--- config.mk ---
export PLATFORM = sky130hd
export DESIGN_NAME = schrb_regbank
export DESIGN_NICKNAME = d
export VERILOG_FILES = /design/src/rtl/schrb_pkg.sv /design/src/rtl/schrb_regbank.sv
export SDC_FILE = /design/constraint.sdc
export NUM_CORES = 1
export LEC_CHECK = 0
export ABC_CLOCK_PERIOD_IN_PS = 11500
export BUFFER_PORTS_ARGS = -buffer_cell sky130_fd_sc_hd__buf_2
export CORE_MARGIN = 2
export CORE_UTILIZATION = 47
export CTS_CLUSTER_DIAMETER = 50
export DETAILED_ROUTE_END_ITERATION = 8
export GPL_ROUTABILITY_DRIVEN = 1
export PLACE_DENSITY = 0.74
export SLEW_MARGIN = 0
export SYNTH_ARGS = -nofsm -noshare
export SYNTH_HDL_FRONTEND = slang
export SYNTH_SLANG_ARGS = --single-unit
--- constraint.sdc ---
create_clock -name clock -period 11.5 [get_ports clock]
set_input_delay 0.575 -clock clock [delete_from_list [all_inputs] [get_ports clock]]
set_output_delay 0.575 -clock clock [all_outputs]
set_load 0.01 [all_outputs]
--- src/rtl/schrb_pkg.sv ---
// Package: register map, reset values, bus modes and host pin bundle
package schrb_pkg;

	// ----------------------------------------
	// Register offsets
	// ----------------------------------------
	localparam logic [6:0] OFS_IDENTITY_LO = 7'h00;
	localparam logic [6:0] OFS_IDENTITY_HI = 7'h01;
	localparam logic [6:0] OFS_SILICON_REV = 7'h02;
	localparam logic [6:0] OFS_FIRMWARE_REV = 7'h03;
	localparam logic [6:0] OFS_ROLE_STATUS = 7'h04;
	localparam logic [6:0] OFS_PHASE_LO = 7'h05;
	localparam logic [6:0] OFS_PHASE_HI = 7'h06;
	localparam logic [6:0] OFS_FILL_WIN = 7'h07;
	localparam logic [6:0] OFS_LEAK_WIN = 7'h08;
	localparam logic [6:0] OFS_ACC_SIZE = 7'h09;
	localparam logic [6:0] OFS_RAISE_LVL = 7'h0A;
	localparam logic [6:0] OFS_CLEAR_LVL = 7'h0B;
	localparam logic [6:0] OFS_TRIM_LO = 7'h0C;
	localparam logic [6:0] OFS_TRIM_HI = 7'h0D;
	localparam logic [6:0] OFS_REJECT_LO = 7'h0E;
	localparam logic [6:0] OFS_REJECT_HI = 7'h0F;
	localparam logic [6:0] OFS_ACCEPT_LO = 7'h10;
	localparam logic [6:0] OFS_ACCEPT_HI = 7'h11;
	localparam logic [6:0] OFS_SOAK = 7'h12;
	localparam logic [6:0] OFS_REF_PTR = 7'h13;
	localparam logic [6:0] OFS_REF_INFO_LO = 7'h14;
	localparam logic [6:0] OFS_REF_INFO_HI = 7'h15;

	// ----------------------------------------
	// Reset values
	// ----------------------------------------
	localparam logic [15:0] RST_PHASE = 16'h0000;
	localparam logic [3:0] RST_FILL_WIN = 4'h0;
	localparam logic [3:0] RST_LEAK_WIN = 4'h3;
	localparam logic [5:0] RST_ACC_SIZE = 6'h14;
	localparam logic [5:0] RST_RAISE_LVL = 6'h0F;
	localparam logic [5:0] RST_CLEAR_LVL = 6'h0A;
	localparam logic [10:0] RST_TRIM = 11'h000;
	localparam logic [9:0] RST_REJECT = 10'h06E;
	localparam logic [9:0] RST_ACCEPT = 10'h064;
	localparam logic [5:0] RST_SOAK = 6'h0A;
	localparam logic [3:0] RST_REF_PTR = 4'h1;

	// ----------------------------------------
	// Field limits and codes
	// ----------------------------------------
	localparam logic [3:0] REF_PTR_MIN = 4'h1;
	localparam logic [3:0] REF_PTR_MAX = 4'hC;
	localparam logic [11:0] OFFSET_OUT_OF_RANGE = 12'h800;
	localparam logic [3:0] RATE_MANUAL = 4'hF;
	localparam int REF_COUNT = 12;

	// ----------------------------------------
	// Timing: ready pulse length
	// ----------------------------------------
	localparam int CLK_PERIOD_PS = 10000;
	localparam int READY_TIME_PS = 50000;
	localparam int READY_CYCLES =
		(READY_TIME_PS + CLK_PERIOD_PS - 1) / CLK_PERIOD_PS;

	// ----------------------------------------
	// Host bus modes
	// ----------------------------------------
	typedef enum logic [2:0] {
		SCHRB_MODE_RSVD = 3'b001,
		SCHRB_MODE_MUX = 3'b010,
		SCHRB_MODE_STROBE = 3'b011,
		SCHRB_MODE_RWLINE = 3'b100,
		SCHRB_MODE_SERIAL = 3'b101
	} schrb_mode_t;

	typedef struct packed {
		logic cs_n;
		logic rd_n;
		logic wr_n;
		logic ale;
		logic [6:0] addr;
		logic [7:0] data;
	} schrb_host_in_t;

	typedef struct packed {
		logic [3:0] rate;
		logic [11:0] offset;
	} schrb_ref_info_t;

endpackage

--- src/rtl/schrb_regbank.sv ---
// Host register bank of the clock synchronizer with parallel bus handshakes
`timescale 1ns/1ps
module schrb_regbank
	import schrb_pkg::*;
#(
	parameter logic [15:0] IDENTITY_CODE = 16'hA5C3, // Arbitrary value
	parameter logic [7:0] SILICON_REV = 8'h01, // Arbitrary value
	parameter logic [7:0] FIRMWARE_REV = 8'h01, // Arbitrary value
	parameter int READY_LEN = READY_CYCLES
) (
	input wire logic clock,
	input wire logic resetn,
	input wire logic [2:0] host_bus_select_pins,
	input wire logic role_select_pin,
	input wire schrb_pkg::schrb_host_in_t host_in,
	input wire logic [REF_COUNT*16-1:0] ref_info_flat,
	output logic [7:0] data_out,
	output logic data_oe_n,
	output logic ready_out,
	output logic ready_oe_n,
	output logic [15:0] slave_phase_offset,
	output logic [3:0] fill_window_size,
	output logic [3:0] leak_window_multiple,
	output logic [5:0] activity_accumulator_size,
	output logic accumulator_bypass,
	output logic [5:0] alarm_raise_level,
	output logic [5:0] alarm_clear_level,
	output logic [10:0] free_oscillator_trim,
	output logic [9:0] reject_offset_limit,
	output logic [9:0] accept_offset_limit,
	output logic [5:0] accept_soak_seconds,
	output logic [3:0] reference_pointer
);
	import schrb_pkg::*;

	// Ready counter is eight bits wide
	if (READY_LEN < 1 || READY_LEN > 255) begin : g_len_check
		$error("READY_LEN out of range");
	end

	// ----------------------------------------
	// Access sequencing
	// ----------------------------------------
	typedef enum logic [1:0] {
		SCHRB_IDLE = 2'b00,
		SCHRB_BUSY = 2'b01,
		SCHRB_DONE = 2'b10
	} schrb_state_t;

	schrb_state_t state_q, state_d;
	logic [7:0] cnt_q, cnt_d;
	logic [6:0] alat_q;
	logic [7:0] hold_q;
	logic [6:0] hold_addr_q;
	logic hold_valid_q;
	logic [7:0] wbuf_q;
	logic [6:0] wbuf_addr_q;
	logic wbuf_valid_q;

	logic [15:0] phase_q;
	logic [3:0] fill_q, leak_q, ptr_q;
	logic [5:0] size_q, raise_q, clear_q, soak_q;
	logic [10:0] trim_q;
	logic [9:0] reject_q, accept_q;
	logic [7:0] dout_q;
	logic doe_n_q, rdy_q, rdy_oe_n_q;

	// ----------------------------------------
	// Mode decode and strobes
	// ----------------------------------------
	wire mode_mux = host_bus_select_pins == SCHRB_MODE_MUX;
	wire mode_strb = host_bus_select_pins == SCHRB_MODE_STROBE;
	wire mode_line = host_bus_select_pins == SCHRB_MODE_RWLINE;
	wire parallel = mode_mux | mode_strb | mode_line;
	wire sel = ~host_in.cs_n & parallel;
	// Line mode: wr_n low means write; select alone starts the access
	wire start_rd = mode_line ? host_in.wr_n : ~host_in.rd_n;
	wire start_wr = mode_line ? ~host_in.wr_n : ~host_in.wr_n;
	wire strobe = mode_line ? 1'b1 : (~host_in.rd_n | ~host_in.wr_n);
	wire go = sel & strobe & ~(mode_mux & host_in.ale);
	wire [6:0] addr = mode_mux ? alat_q : host_in.addr;
	wire is_wr = start_wr & ~(start_rd & ~mode_line);

	// ----------------------------------------
	// Multibyte decode
	// ----------------------------------------
	function automatic logic is_low_byte(input logic [6:0] a);
		return a == OFS_IDENTITY_LO || a == OFS_PHASE_LO ||
			a == OFS_TRIM_LO || a == OFS_REJECT_LO ||
			a == OFS_ACCEPT_LO || a == OFS_REF_INFO_LO;
	endfunction

	wire [6:0] addr_p1 = 7'(addr + 7'h01);
	wire [6:0] addr_m1 = 7'(addr - 7'h01);
	wire hi_byte = is_low_byte(addr_m1) && addr != 7'h00;

	// ----------------------------------------
	// Read data
	// ----------------------------------------
	schrb_ref_info_t info;
	wire [3:0] ptr_idx = 4'(ptr_q - REF_PTR_MIN);
	assign info = ref_info_flat[ptr_idx*16 +: 16];
	wire [15:0] info_word = {info.rate, info.offset};

	logic [15:0] live;
	always_comb begin
		live = 16'h0000;
		case (addr & 7'h7E)
			OFS_IDENTITY_LO: live = IDENTITY_CODE;
			OFS_SILICON_REV: live = {FIRMWARE_REV, SILICON_REV};
			OFS_ROLE_STATUS: live = {phase_q[7:0], 7'h00, role_select_pin};
			OFS_PHASE_HI: live = {4'h0, fill_q, phase_q[15:8]};
			OFS_LEAK_WIN: live = {2'b00, size_q, 4'h0, leak_q};
			OFS_RAISE_LVL: live = {2'b00, clear_q, 2'b00, raise_q};
			OFS_TRIM_LO: live = {5'h00, trim_q};
			OFS_REJECT_LO: live = {6'h00, reject_q};
			OFS_ACCEPT_LO: live = {6'h00, accept_q};
			OFS_SOAK: live = {4'h0, ptr_q, 2'b00, soak_q};
			OFS_REF_INFO_LO: live = info_word;
			default: live = 16'h0000;
		endcase
	end

	wire [7:0] live_byte = addr[0] ? live[15:8] : live[7:0];
	wire use_hold = hi_byte & hold_valid_q & hold_addr_q == addr;
	wire [7:0] rd_byte = use_hold ? hold_q : live_byte;
	// Phase low byte sits at an odd offset; its top byte is in the next word
	wire [7:0] hold_next = addr[0] ? phase_q[15:8] : live[15:8];

	// ----------------------------------------
	// Write checks
	// ----------------------------------------
	wire [7:0] wd = host_in.data;
	wire wr_top = hi_byte & wbuf_valid_q & wbuf_addr_q == addr;
	wire [9:0] wide10 = {wd[1:0], wbuf_q};
	wire size_ok = wd[5:0] >= raise_q;
	wire raise_ok = wd[5:0] > clear_q && wd[5:0] <= size_q;
	wire clear_ok = wd[5:0] < raise_q;
	wire reject_ok = wide10 > accept_q;
	wire accept_ok = wide10 < reject_q;
	wire ptr_ok = wd[3:0] >= REF_PTR_MIN && wd[3:0] <= REF_PTR_MAX &&
		wd[7:4] == 4'h0;
	wire commit = state_q == SCHRB_IDLE && go;
	wire do_wr = commit & is_wr;
	wire do_rd = commit & ~is_wr;

	// ----------------------------------------
	// Handshake state machine
	// ----------------------------------------
	always_comb begin
		state_d = state_q;
		cnt_d = cnt_q;
		case (state_q)
			SCHRB_IDLE: begin
				if (go) begin
					state_d = SCHRB_BUSY;
					cnt_d = 8'(READY_LEN);
				end
			end
			SCHRB_BUSY: begin
				if (cnt_q > 8'h01) begin
					cnt_d = 8'(cnt_q - 8'h01);
				end else begin
					state_d = SCHRB_DONE;
				end
			end
			SCHRB_DONE: begin
				// Host must release its select, or outside line mode its strobe, before next access
				if (~sel || (~mode_line && ~strobe)) begin
					state_d = SCHRB_IDLE;
				end
			end
			default: state_d = SCHRB_IDLE;
		endcase
	end

	always_ff @(posedge clock or negedge resetn) begin
		if (!resetn) begin
			state_q <= SCHRB_IDLE;
			cnt_q <= 8'h00;
		end else begin
			state_q <= state_d;
			cnt_q <= cnt_d;
		end
	end

	// Address latched in mux mode while ale is high
	always_ff @(posedge clock or negedge resetn) begin
		if (!resetn) begin
			alat_q <= 7'h00;
		end else if (mode_mux && host_in.ale) begin
			alat_q <= host_in.data[6:0];
		end
	end

	// ----------------------------------------
	// Ready and data pins
	// ----------------------------------------
	always_ff @(posedge clock or negedge resetn) begin
		if (!resetn) begin
			rdy_q <= 1'b1;
			rdy_oe_n_q <= 1'b1;
		end else if (!sel) begin
			rdy_q <= 1'b1;
			rdy_oe_n_q <= 1'b1;
		end else if (mode_line) begin
			rdy_oe_n_q <= 1'b0;
			rdy_q <= state_d != SCHRB_DONE;
		end else begin
			rdy_oe_n_q <= 1'b0;
			rdy_q <= state_d == SCHRB_DONE || state_d == SCHRB_IDLE;
		end
	end

	always_ff @(posedge clock or negedge resetn) begin
		if (!resetn) begin
			dout_q <= 8'h00;
			doe_n_q <= 1'b1;
		end else begin
			if (do_rd) begin
				dout_q <= rd_byte;
			end
			doe_n_q <= ~(sel && state_q != SCHRB_IDLE && ~is_wr &&
				(mode_line || ~host_in.rd_n));
		end
	end

	// ----------------------------------------
	// Holding registers
	// ----------------------------------------
	always_ff @(posedge clock or negedge resetn) begin
		if (!resetn) begin
			hold_q <= 8'h00;
			hold_addr_q <= 7'h00;
			hold_valid_q <= 1'b0;
		end else if (do_rd) begin
			hold_valid_q <= is_low_byte(addr);
			hold_addr_q <= addr_p1;
			hold_q <= hold_next;
		end else if (do_wr) begin
			hold_valid_q <= 1'b0;
		end
	end

	always_ff @(posedge clock or negedge resetn) begin
		if (!resetn) begin
			wbuf_q <= 8'h00;
			wbuf_addr_q <= 7'h00;
			wbuf_valid_q <= 1'b0;
		end else if (do_wr) begin
			wbuf_valid_q <= is_low_byte(addr);
			wbuf_addr_q <= addr_p1;
			wbuf_q <= wd;
		end else if (do_rd) begin
			wbuf_valid_q <= 1'b0;
		end
	end

	// ----------------------------------------
	// Write enables
	// ----------------------------------------
	// A failed check keeps its enable low, so the register holds
	wire we_phase = do_wr && addr == OFS_PHASE_HI && wr_top;
	wire we_fill = do_wr && addr == OFS_FILL_WIN;
	wire we_leak = do_wr && addr == OFS_LEAK_WIN;
	wire we_size = do_wr && addr == OFS_ACC_SIZE && size_ok;
	wire we_raise = do_wr && addr == OFS_RAISE_LVL && raise_ok;
	wire we_clear = do_wr && addr == OFS_CLEAR_LVL && clear_ok;
	wire we_trim = do_wr && addr == OFS_TRIM_HI && wr_top;
	wire we_reject = do_wr && addr == OFS_REJECT_HI && wr_top &&
		reject_ok;
	wire we_accept = do_wr && addr == OFS_ACCEPT_HI && wr_top &&
		accept_ok;
	wire we_soak = do_wr && addr == OFS_SOAK;
	wire we_ptr = do_wr && addr == OFS_REF_PTR && ptr_ok;

	// ----------------------------------------
	// Configuration registers
	// ----------------------------------------
	always_ff @(posedge clock or negedge resetn) begin
		if (!resetn) begin
			phase_q <= RST_PHASE;
			trim_q <= RST_TRIM;
		end else begin
			if (we_phase) begin
				phase_q <= {wd, wbuf_q};
			end
			if (we_trim) begin
				trim_q <= {wd[2:0], wbuf_q};
			end
		end
	end

	always_ff @(posedge clock or negedge resetn) begin
		if (!resetn) begin
			fill_q <= RST_FILL_WIN;
			leak_q <= RST_LEAK_WIN;
			size_q <= RST_ACC_SIZE;
			raise_q <= RST_RAISE_LVL;
			clear_q <= RST_CLEAR_LVL;
		end else begin
			if (we_fill) begin
				fill_q <= wd[3:0];
			end
			if (we_leak) begin
				leak_q <= wd[3:0];
			end
			if (we_size) begin
				size_q <= wd[5:0];
			end
			if (we_raise) begin
				raise_q <= wd[5:0];
			end
			if (we_clear) begin
				clear_q <= wd[5:0];
			end
		end
	end

	always_ff @(posedge clock or negedge resetn) begin
		if (!resetn) begin
			reject_q <= RST_REJECT;
			accept_q <= RST_ACCEPT;
			soak_q <= RST_SOAK;
			ptr_q <= RST_REF_PTR;
		end else begin
			if (we_reject) begin
				reject_q <= wide10;
			end
			if (we_accept) begin
				accept_q <= wide10;
			end
			if (we_soak) begin
				soak_q <= wd[5:0];
			end
			if (we_ptr) begin
				ptr_q <= wd[3:0];
			end
		end
	end

	// ----------------------------------------
	// Outputs
	// ----------------------------------------
	assign data_out = dout_q;
	assign data_oe_n = doe_n_q;
	assign ready_out = rdy_q;
	assign ready_oe_n = rdy_oe_n_q;
	assign slave_phase_offset = phase_q;
	assign fill_window_size = fill_q;
	assign leak_window_multiple = leak_q;
	assign activity_accumulator_size = size_q;
	assign accumulator_bypass = size_q == 6'h00;
	assign alarm_raise_level = raise_q;
	assign alarm_clear_level = clear_q;
	assign free_oscillator_trim = trim_q;
	assign reject_offset_limit = reject_q;
	assign accept_offset_limit = accept_q;
	assign accept_soak_seconds = soak_q;
	assign reference_pointer = ptr_q;

endmodule

==> results of run 1 <==
-- report_power, final --
group	leakage [nW]	switching, mW	total, mW	internal, mW
Clock	0.282	0.243	0.548	0.305
Sequential	1.84	0.0194	0.529	0.509
Combinational	3.74	0.0948	0.170	0.0756
-- worst max-delay path: cells and delay by family --
family / cells / cell delay (ns)
buffers and inverters: 3 / 1.02
AO/OA/AOI/OAI: 2 / 0.42
AND/OR/NAND/NOR: 7 / 2.39
multiplexers: 2 / 0.55
adder cells (fa/ha/maj): 1 / 0.45
-- synthesized netlist by cell type (13+ instances only) --
| cell | instances | share of area (%) |
|---|---|---|
| mux2i_1 | 32 | 3.2 |
| nand2_1 | 84 | 3.1 |
| mux2_2 | 82 | 9.2 |
| dfrtp_1 | 119 | 30 |
| nor2_1 | 56 | 2.1 |
| mux4_2 | 48 | 11 |
| a21oi_1 | 32 | 1.6 |
| a21o_1 | 13 | 0.97 |
| o21ai_0 | 45 | 2.2 |
| clkbuf_1 | 30 | 1.1 |
| dfstp_2 | 24 | 6.3 |
| inv_1 | 47 | 1.8 |
| xnor2_1 | 24 | 2.1 |
| nor3_1 | 19 | 0.95 |
| ha_1 | 45 | 5.6 |
| nand3_1 | 17 | 0.85 |
-- registers in the layout, summed over array words and instances (netlist names), 7 cells and up --
| signal | flops |
|---|---|
| hold_q | 8 |
| data_out | 8 |
| cnt_q | 8 |
| hold_addr_q | 7 |
| wbuf_addr_q | 7 |
| free_oscillator_trim | 11 |
| reject_offset_limit | 10 |
| slave_phase_offset | 16 |
| alat_q | 7 |
| accept_offset_limit | 10 |
| wbuf_q | 8 |
-- path summary, 6_finish.rpt --
kind	slack [ns]	to	depth (start not counted)	startpoint
worst min register to register	0.47	hold_q[2]	1	hold_q[2]
worst min-delay path	0.10	wbuf_q[1]	1	resetn
max in group asynchronous	9.97	alat_q[0]	2	resetn
worst max register to register	6.90	slave_phase_offset[3]	12	alat_q[0]
min in group clock	0.44	wbuf_q[7]	2	host_in[7]
worst max-delay path	6.40	slave_phase_offset[3]	15	host_bus_select_pins[2]
-- area by class of cell --
cell class                      count  area share, %
Inverter                           47           1.42
Multi-Input combinational cell    706           48.7
Antenna cell                        6          0.121
Clock inverter                     15           1.23
Sequential cell                   143           29.1
Tap cell                          275           2.78
Timing Repair Buffer              321           13.2
Clock buffer                       17           3.43
-- routing by layer --
metal / vias up / track usage (%) / share of wire [%]
met1: 4706 / 46.6 / 42
met5: - / 0 / 0.10
met3: 95 / 9.67 / 10
met2: 539 / 50.0 / 44
li1: 4160 / - / -
met4: 6 / 12.6 / 3.7
-- per-stage QoR --
step | hold WS [ns] | instance area (sq um)
after floorplan | 0.279 | 10000
after global placement | 0.456 | 11800
after detailed placement | 0.461 | 11800
after CTS | 0.129 | 12400
after global routing | 0.144 | 12400
final | 0.100 | 12400
-- cell families (layout without fill, tap and decap cells) --
| logic type | count (synthesis) | in the layout | share of synthesized area (%) |
|---|---|---|---|
| compound gates | 196 | 196 | 13.5 |
| xor+xnor | 30 | 30 | 2.62 |
| fa+ha+maj | 45 | 45 | 5.61 |
| buf+inv | 98 | 400 | 4.16 |
| flops | 143 | 143 | 35.9 |
| mux | 173 | 173 | 24.9 |
| other cells | 0 | 6 | 0 |
| simple gates | 262 | 262 | 13.3 |
==> run metrics, run 1 <==
GP Congestion=1.01; fmax=196 MHz; Yosys reg bits=roughly 140; WL final=approximately 37000 um; setup_tns=0 ns; drt first pass iters=5; Mapped Avg Cell Area=10.6 sq um; Via-to-Cell Ratio=6.21; final std cells w/o fill=between 1500 and 2000; root buffer cell=clkbuf_16; Post-CTS Hold Buffers=0; top-level port count=~310; Multi-input gate area=6030 sq um; CTS tree=yes; Crit Path Category=input pin to register; CTS clk-pin slew, worst paths=approximately 0.070 ns; cell row count=53; first-pass GRT wire length=56100 um; Fillers=1815; largest net degree at the start of global routing=slightly above 80; Remaining DRCs=0; # Post-CTS Setup Buffers=0; final core occ=59.0%; vias in the first global route=9398; final worst slack=6.40 ns; critical path, cell by cell=buf_2, or3b_1, buf_4, nand2_1, nand2_1, inv_1, ha_1, nand2b_1, o221ai_1, o211ai_1, mux2i_1, nand3_1, nor3_2, and4_1, mux2_2; Worst-Margin Slew=slightly above 1 ns; IO buf count=311; Overall Power=1.25 mW; total grt overflow=0; Max Cap Viol=0; fraction of layout cells with a size suffix above 1=43.6%; core area=21000 sq um; commonest cells after routing, fill and taps aside=buf_2 (310), dfrtp_1 (119), nand2_1 (84); placed cells=~1500; Mapped Area=10000 sq um; initial core utilization=between 40% and 50%; CTS Sinks=143; DIE AREA=22600 sq um; clk buf depth=2; Die Height=150 um; final hold violation count=0; Leak=between 5 and 6 nW; ys async rst share=100%; Synth Instances=between 900 and 1000; Sequential Area=3610 sq um; die width=150 um; Worst setup SP type=input pin; crit path DAT=5.43 ns; Distinct cells, synth=76; RSZ-0062 raised after global routing=no; Req. time, crit path=11.82 ns; status=finished clean; worst vdd ir=95.1 uV; syn nets=1209; DR WL/cell=24.3 um; Iteration-0 DRC Markers=772; Seq/Total Area, Yosys=35.9%; Clock Latency Late Sink=0.44 ns; Detail Placement HPWL=28900 um; total track usage=33.6%; H-tree depth=4; final slew viol count=0; period utilization=44.4%; CTS Buf Count=17; Slew HR=roughly 32%; Max stage delay on crit path=0.86 ns; CP max stage cell=and4_1; kind of end point of the critical path=register; vias=9506; fin crit period=5.10 ns; number of flops mapped to enable cells by yosys=0; predominant post-synthesis flop cell=dfrtp_1; number of nets in the layout=roughly 1500; final setup vio count=0; area growth from synthesis to layout=23.4%; Worst Skew=between 0.01 and 0.015 ns; Worst Path Max Fanout=28; initial antenna violation count=9; PD cells=a little over 100 nW/um^2; Synth Warn #=0; post-route ant nets=0; critical path's most frequent cell=nand2_1; most common cell after layout, fill and taps aside=buf_2; post-cts resize count=0; hold crit path type=input pin to async pin; pre-CTS WS=6.05 ns
No activity file was read; power rests on OpenSTA's default activity.
==> run 2, diff against run 1 <==
--- a/config.mk
+++ b/config.mk
@@ -5,7 +5,7 @@
 export SDC_FILE = /design/constraint.sdc
 export NUM_CORES = 1
 export LEC_CHECK = 0
-export ABC_CLOCK_PERIOD_IN_PS = 11500
+export ABC_CLOCK_PERIOD_IN_PS = 4900
 export BUFFER_PORTS_ARGS = -buffer_cell sky130_fd_sc_hd__buf_2
 export CORE_MARGIN = 2
 export CORE_UTILIZATION = 47
==> constraint.sdc (replaced) <==
create_clock -name clock -period 4.9 [get_ports clock]
set_input_delay 0.245 -clock clock [delete_from_list [all_inputs] [get_ports clock]]
set_output_delay 0.245 -clock clock [all_outputs]
set_load 0.01 [all_outputs]
==> run metrics, run 2 (synthesis gave the netlist of run 1 again) <==
Worst-Margin Slew=approximately 1.1 ns; Power Internal=2.11 mW; CTS Sinks=143; kind of end point of the critical path=register; placed cells=1498; Crit Path Category=register to register; sequential fraction of design power=roughly 42%; final std cells w/o fill=roughly 1500; IO buf count=a little over 300; first-pass GRT wire length=56200 um; largest net degree at the start of global routing=111; Critical R2R Launch=alat_q[1]; hold crit path type=input pin to register; Fillers=1828; most common cell after layout, fill and taps aside=buf_2; number of flip-flops under the largest register name=16; worst vdd ir=roughly 220 uV; fin crit period=4.16 ns; Slew HR=28.0%; initial core utilization=47.8%; CP max stage cell=and4_1; met2 wire length=about 17000 um; area growth from synthesis to layout=23.9%; highest metal used=met5; CP startpoint=alat_q[1]; critical path, cell by cell=buf_4, mux2i_1, ha_1, nand2b_1, o221ai_1, o211ai_1, mux2i_1, nand3_1, nor3_2, and4_1, buf_4, mux2_2; fmax=roughly 240 MHz; setup_tns=0 ns; DR WL/cell=24.5 um; pre-CTS WS=between 0.4 and 0.5 ns; WL final=37600 um; hold path cells=2; Req. time, crit path=5.22 ns; switching power=approximately 0.81 mW; Iteration-0 DRC Markers=820; Worst Skew=0.00952 ns; Post-CTS Hold Buffers=1; Worst Path Max Fanout=10; initial antenna violation count=7; Max Cap Viol=0; # Post-CTS Setup Buffers=0; vias=~9600; Remaining DRCs=0; Via-to-Cell Ratio=6.24; top-level port count=312; vias in the first global route=9259; cell row count=53; H-tree depth=4; final worst slack=0.745 ns; final slew viol count=0; status=finished clean; number of nets in the layout=1505; met1 WL=roughly 16000 um; min-delay src=host_in[7]; Die Height=150 um; Clock Power Share=about 44%; post-route ant nets=0; period utilization=around 85%; PD cells=around 230 nW/um^2; post-cts resize count=0; Top delay family on crit path=simple AND/OR/NAND/NOR gates; Logic pwr share=14.1%; CTS Buf Count=17; Worst setup SP type=register; WL met3=3600 um; CTS clk-pin slew, worst paths=0.07 ns; fraction of layout cells with a size suffix above 1=a little over two fifths; total grt overflow=0; hold endpoint=wbuf_q[7]; commonest cells after routing, fill and taps aside=buf_2 (310), dfrtp_1 (119), nand2_1 (84); root buffer cell=clkbuf_16; Clock Latency Late Sink=between 0.4 and 0.5 ns; Sw Share=27.8%; worst-case reg-to-reg path depth=12; Leak=5.90 nW; total track usage=between 30 and 40%; drt first pass iters=5; Detail Placement HPWL=roughly 29000 um; clk buf depth=2; die width=between 150 and 200 um; worst path bufs/invs=2; GP Congestion=~1.0; crit path DAT=4.47 ns; RSZ-0062 raised after global routing=no; DIE AREA=22600 sq um; final core occ=between 50% and 60%; reg-to-reg slack, setup=0.74 ns; CTS tree=yes; Max stage delay on crit path=around 0.5 ns; RR Endpoint=slave_phase_offset[4]; final setup vio count=0; final hold violation count=0; Overall Power=a little under 3 mW; core area=21000 sq um
## run 2: worst register-to-register path: cells and delay by family, from the launching register on
kind,cells,cell delay [ns]
simple gates,4,1.34
fa+ha+maj,1,0.46
buf+inv,2,0.46
flops,1,0.35
compound gates,2,0.43
mux,3,0.99
## run 2: through the flow
stage               area, sq um  hold WS, ns
global route              12400       0.0926
global placement          11800        0.451
detailed placement        11800        0.460
CTS                       12400       0.0943
finish                    12400        0.105
floorplan                 10000      -0.0506
## run 2: layout make-up
| cell class | instances | area [sq um] | share of cell area, % |
|---|---|---|---|
| Tap cell | 275 | 344 | 2.76 |
| Inverter | 47 | 176 | 1.42 |
| Clock inverter | 13 | 128 | 1.03 |
| Antenna cell | 3 | 7.51 | 0.0603 |
| Multi-Input combinational cell | 706 | 6030 | 48.5 |
| Sequential cell | 143 | 3610 | 29.0 |
| Timing Repair Buffer | 328 | 1690 | 13.6 |
| Clock buffer | 19 | 453 | 3.64 |
## run 2: worst max-delay path by stage
stage	cells past startpoint	slack [ns]	endpoint
detailed placement	13	0.42	slave_phase_offset[2]
global route	12	0.52	slave_phase_offset[4]
floorplan	19	0.92	slave_phase_offset[10]
global placement	13	0.69	slave_phase_offset[3]
CTS	12	0.79	slave_phase_offset[4]
finish	12	0.74	slave_phase_offset[4]
## run 2: power groups by stage
stage	combinational, mW	clock (mW)	sequential [mW]
after floorplan	0.224	0	1.23
after global placement	0.402	0	1.25
after detailed placement	0.404	0	1.25
after CTS	0.407	1.29	1.23
after global routing	0.446	1.34	1.23
final	0.413	1.28	1.23
## run 2: per-layer routing
layer  vias up  track usage (%)
li1       4168                -
met1      4766             46.4
met2       521             51.0
met3       105             9.06
met4        10             11.8
met5         -             1.82
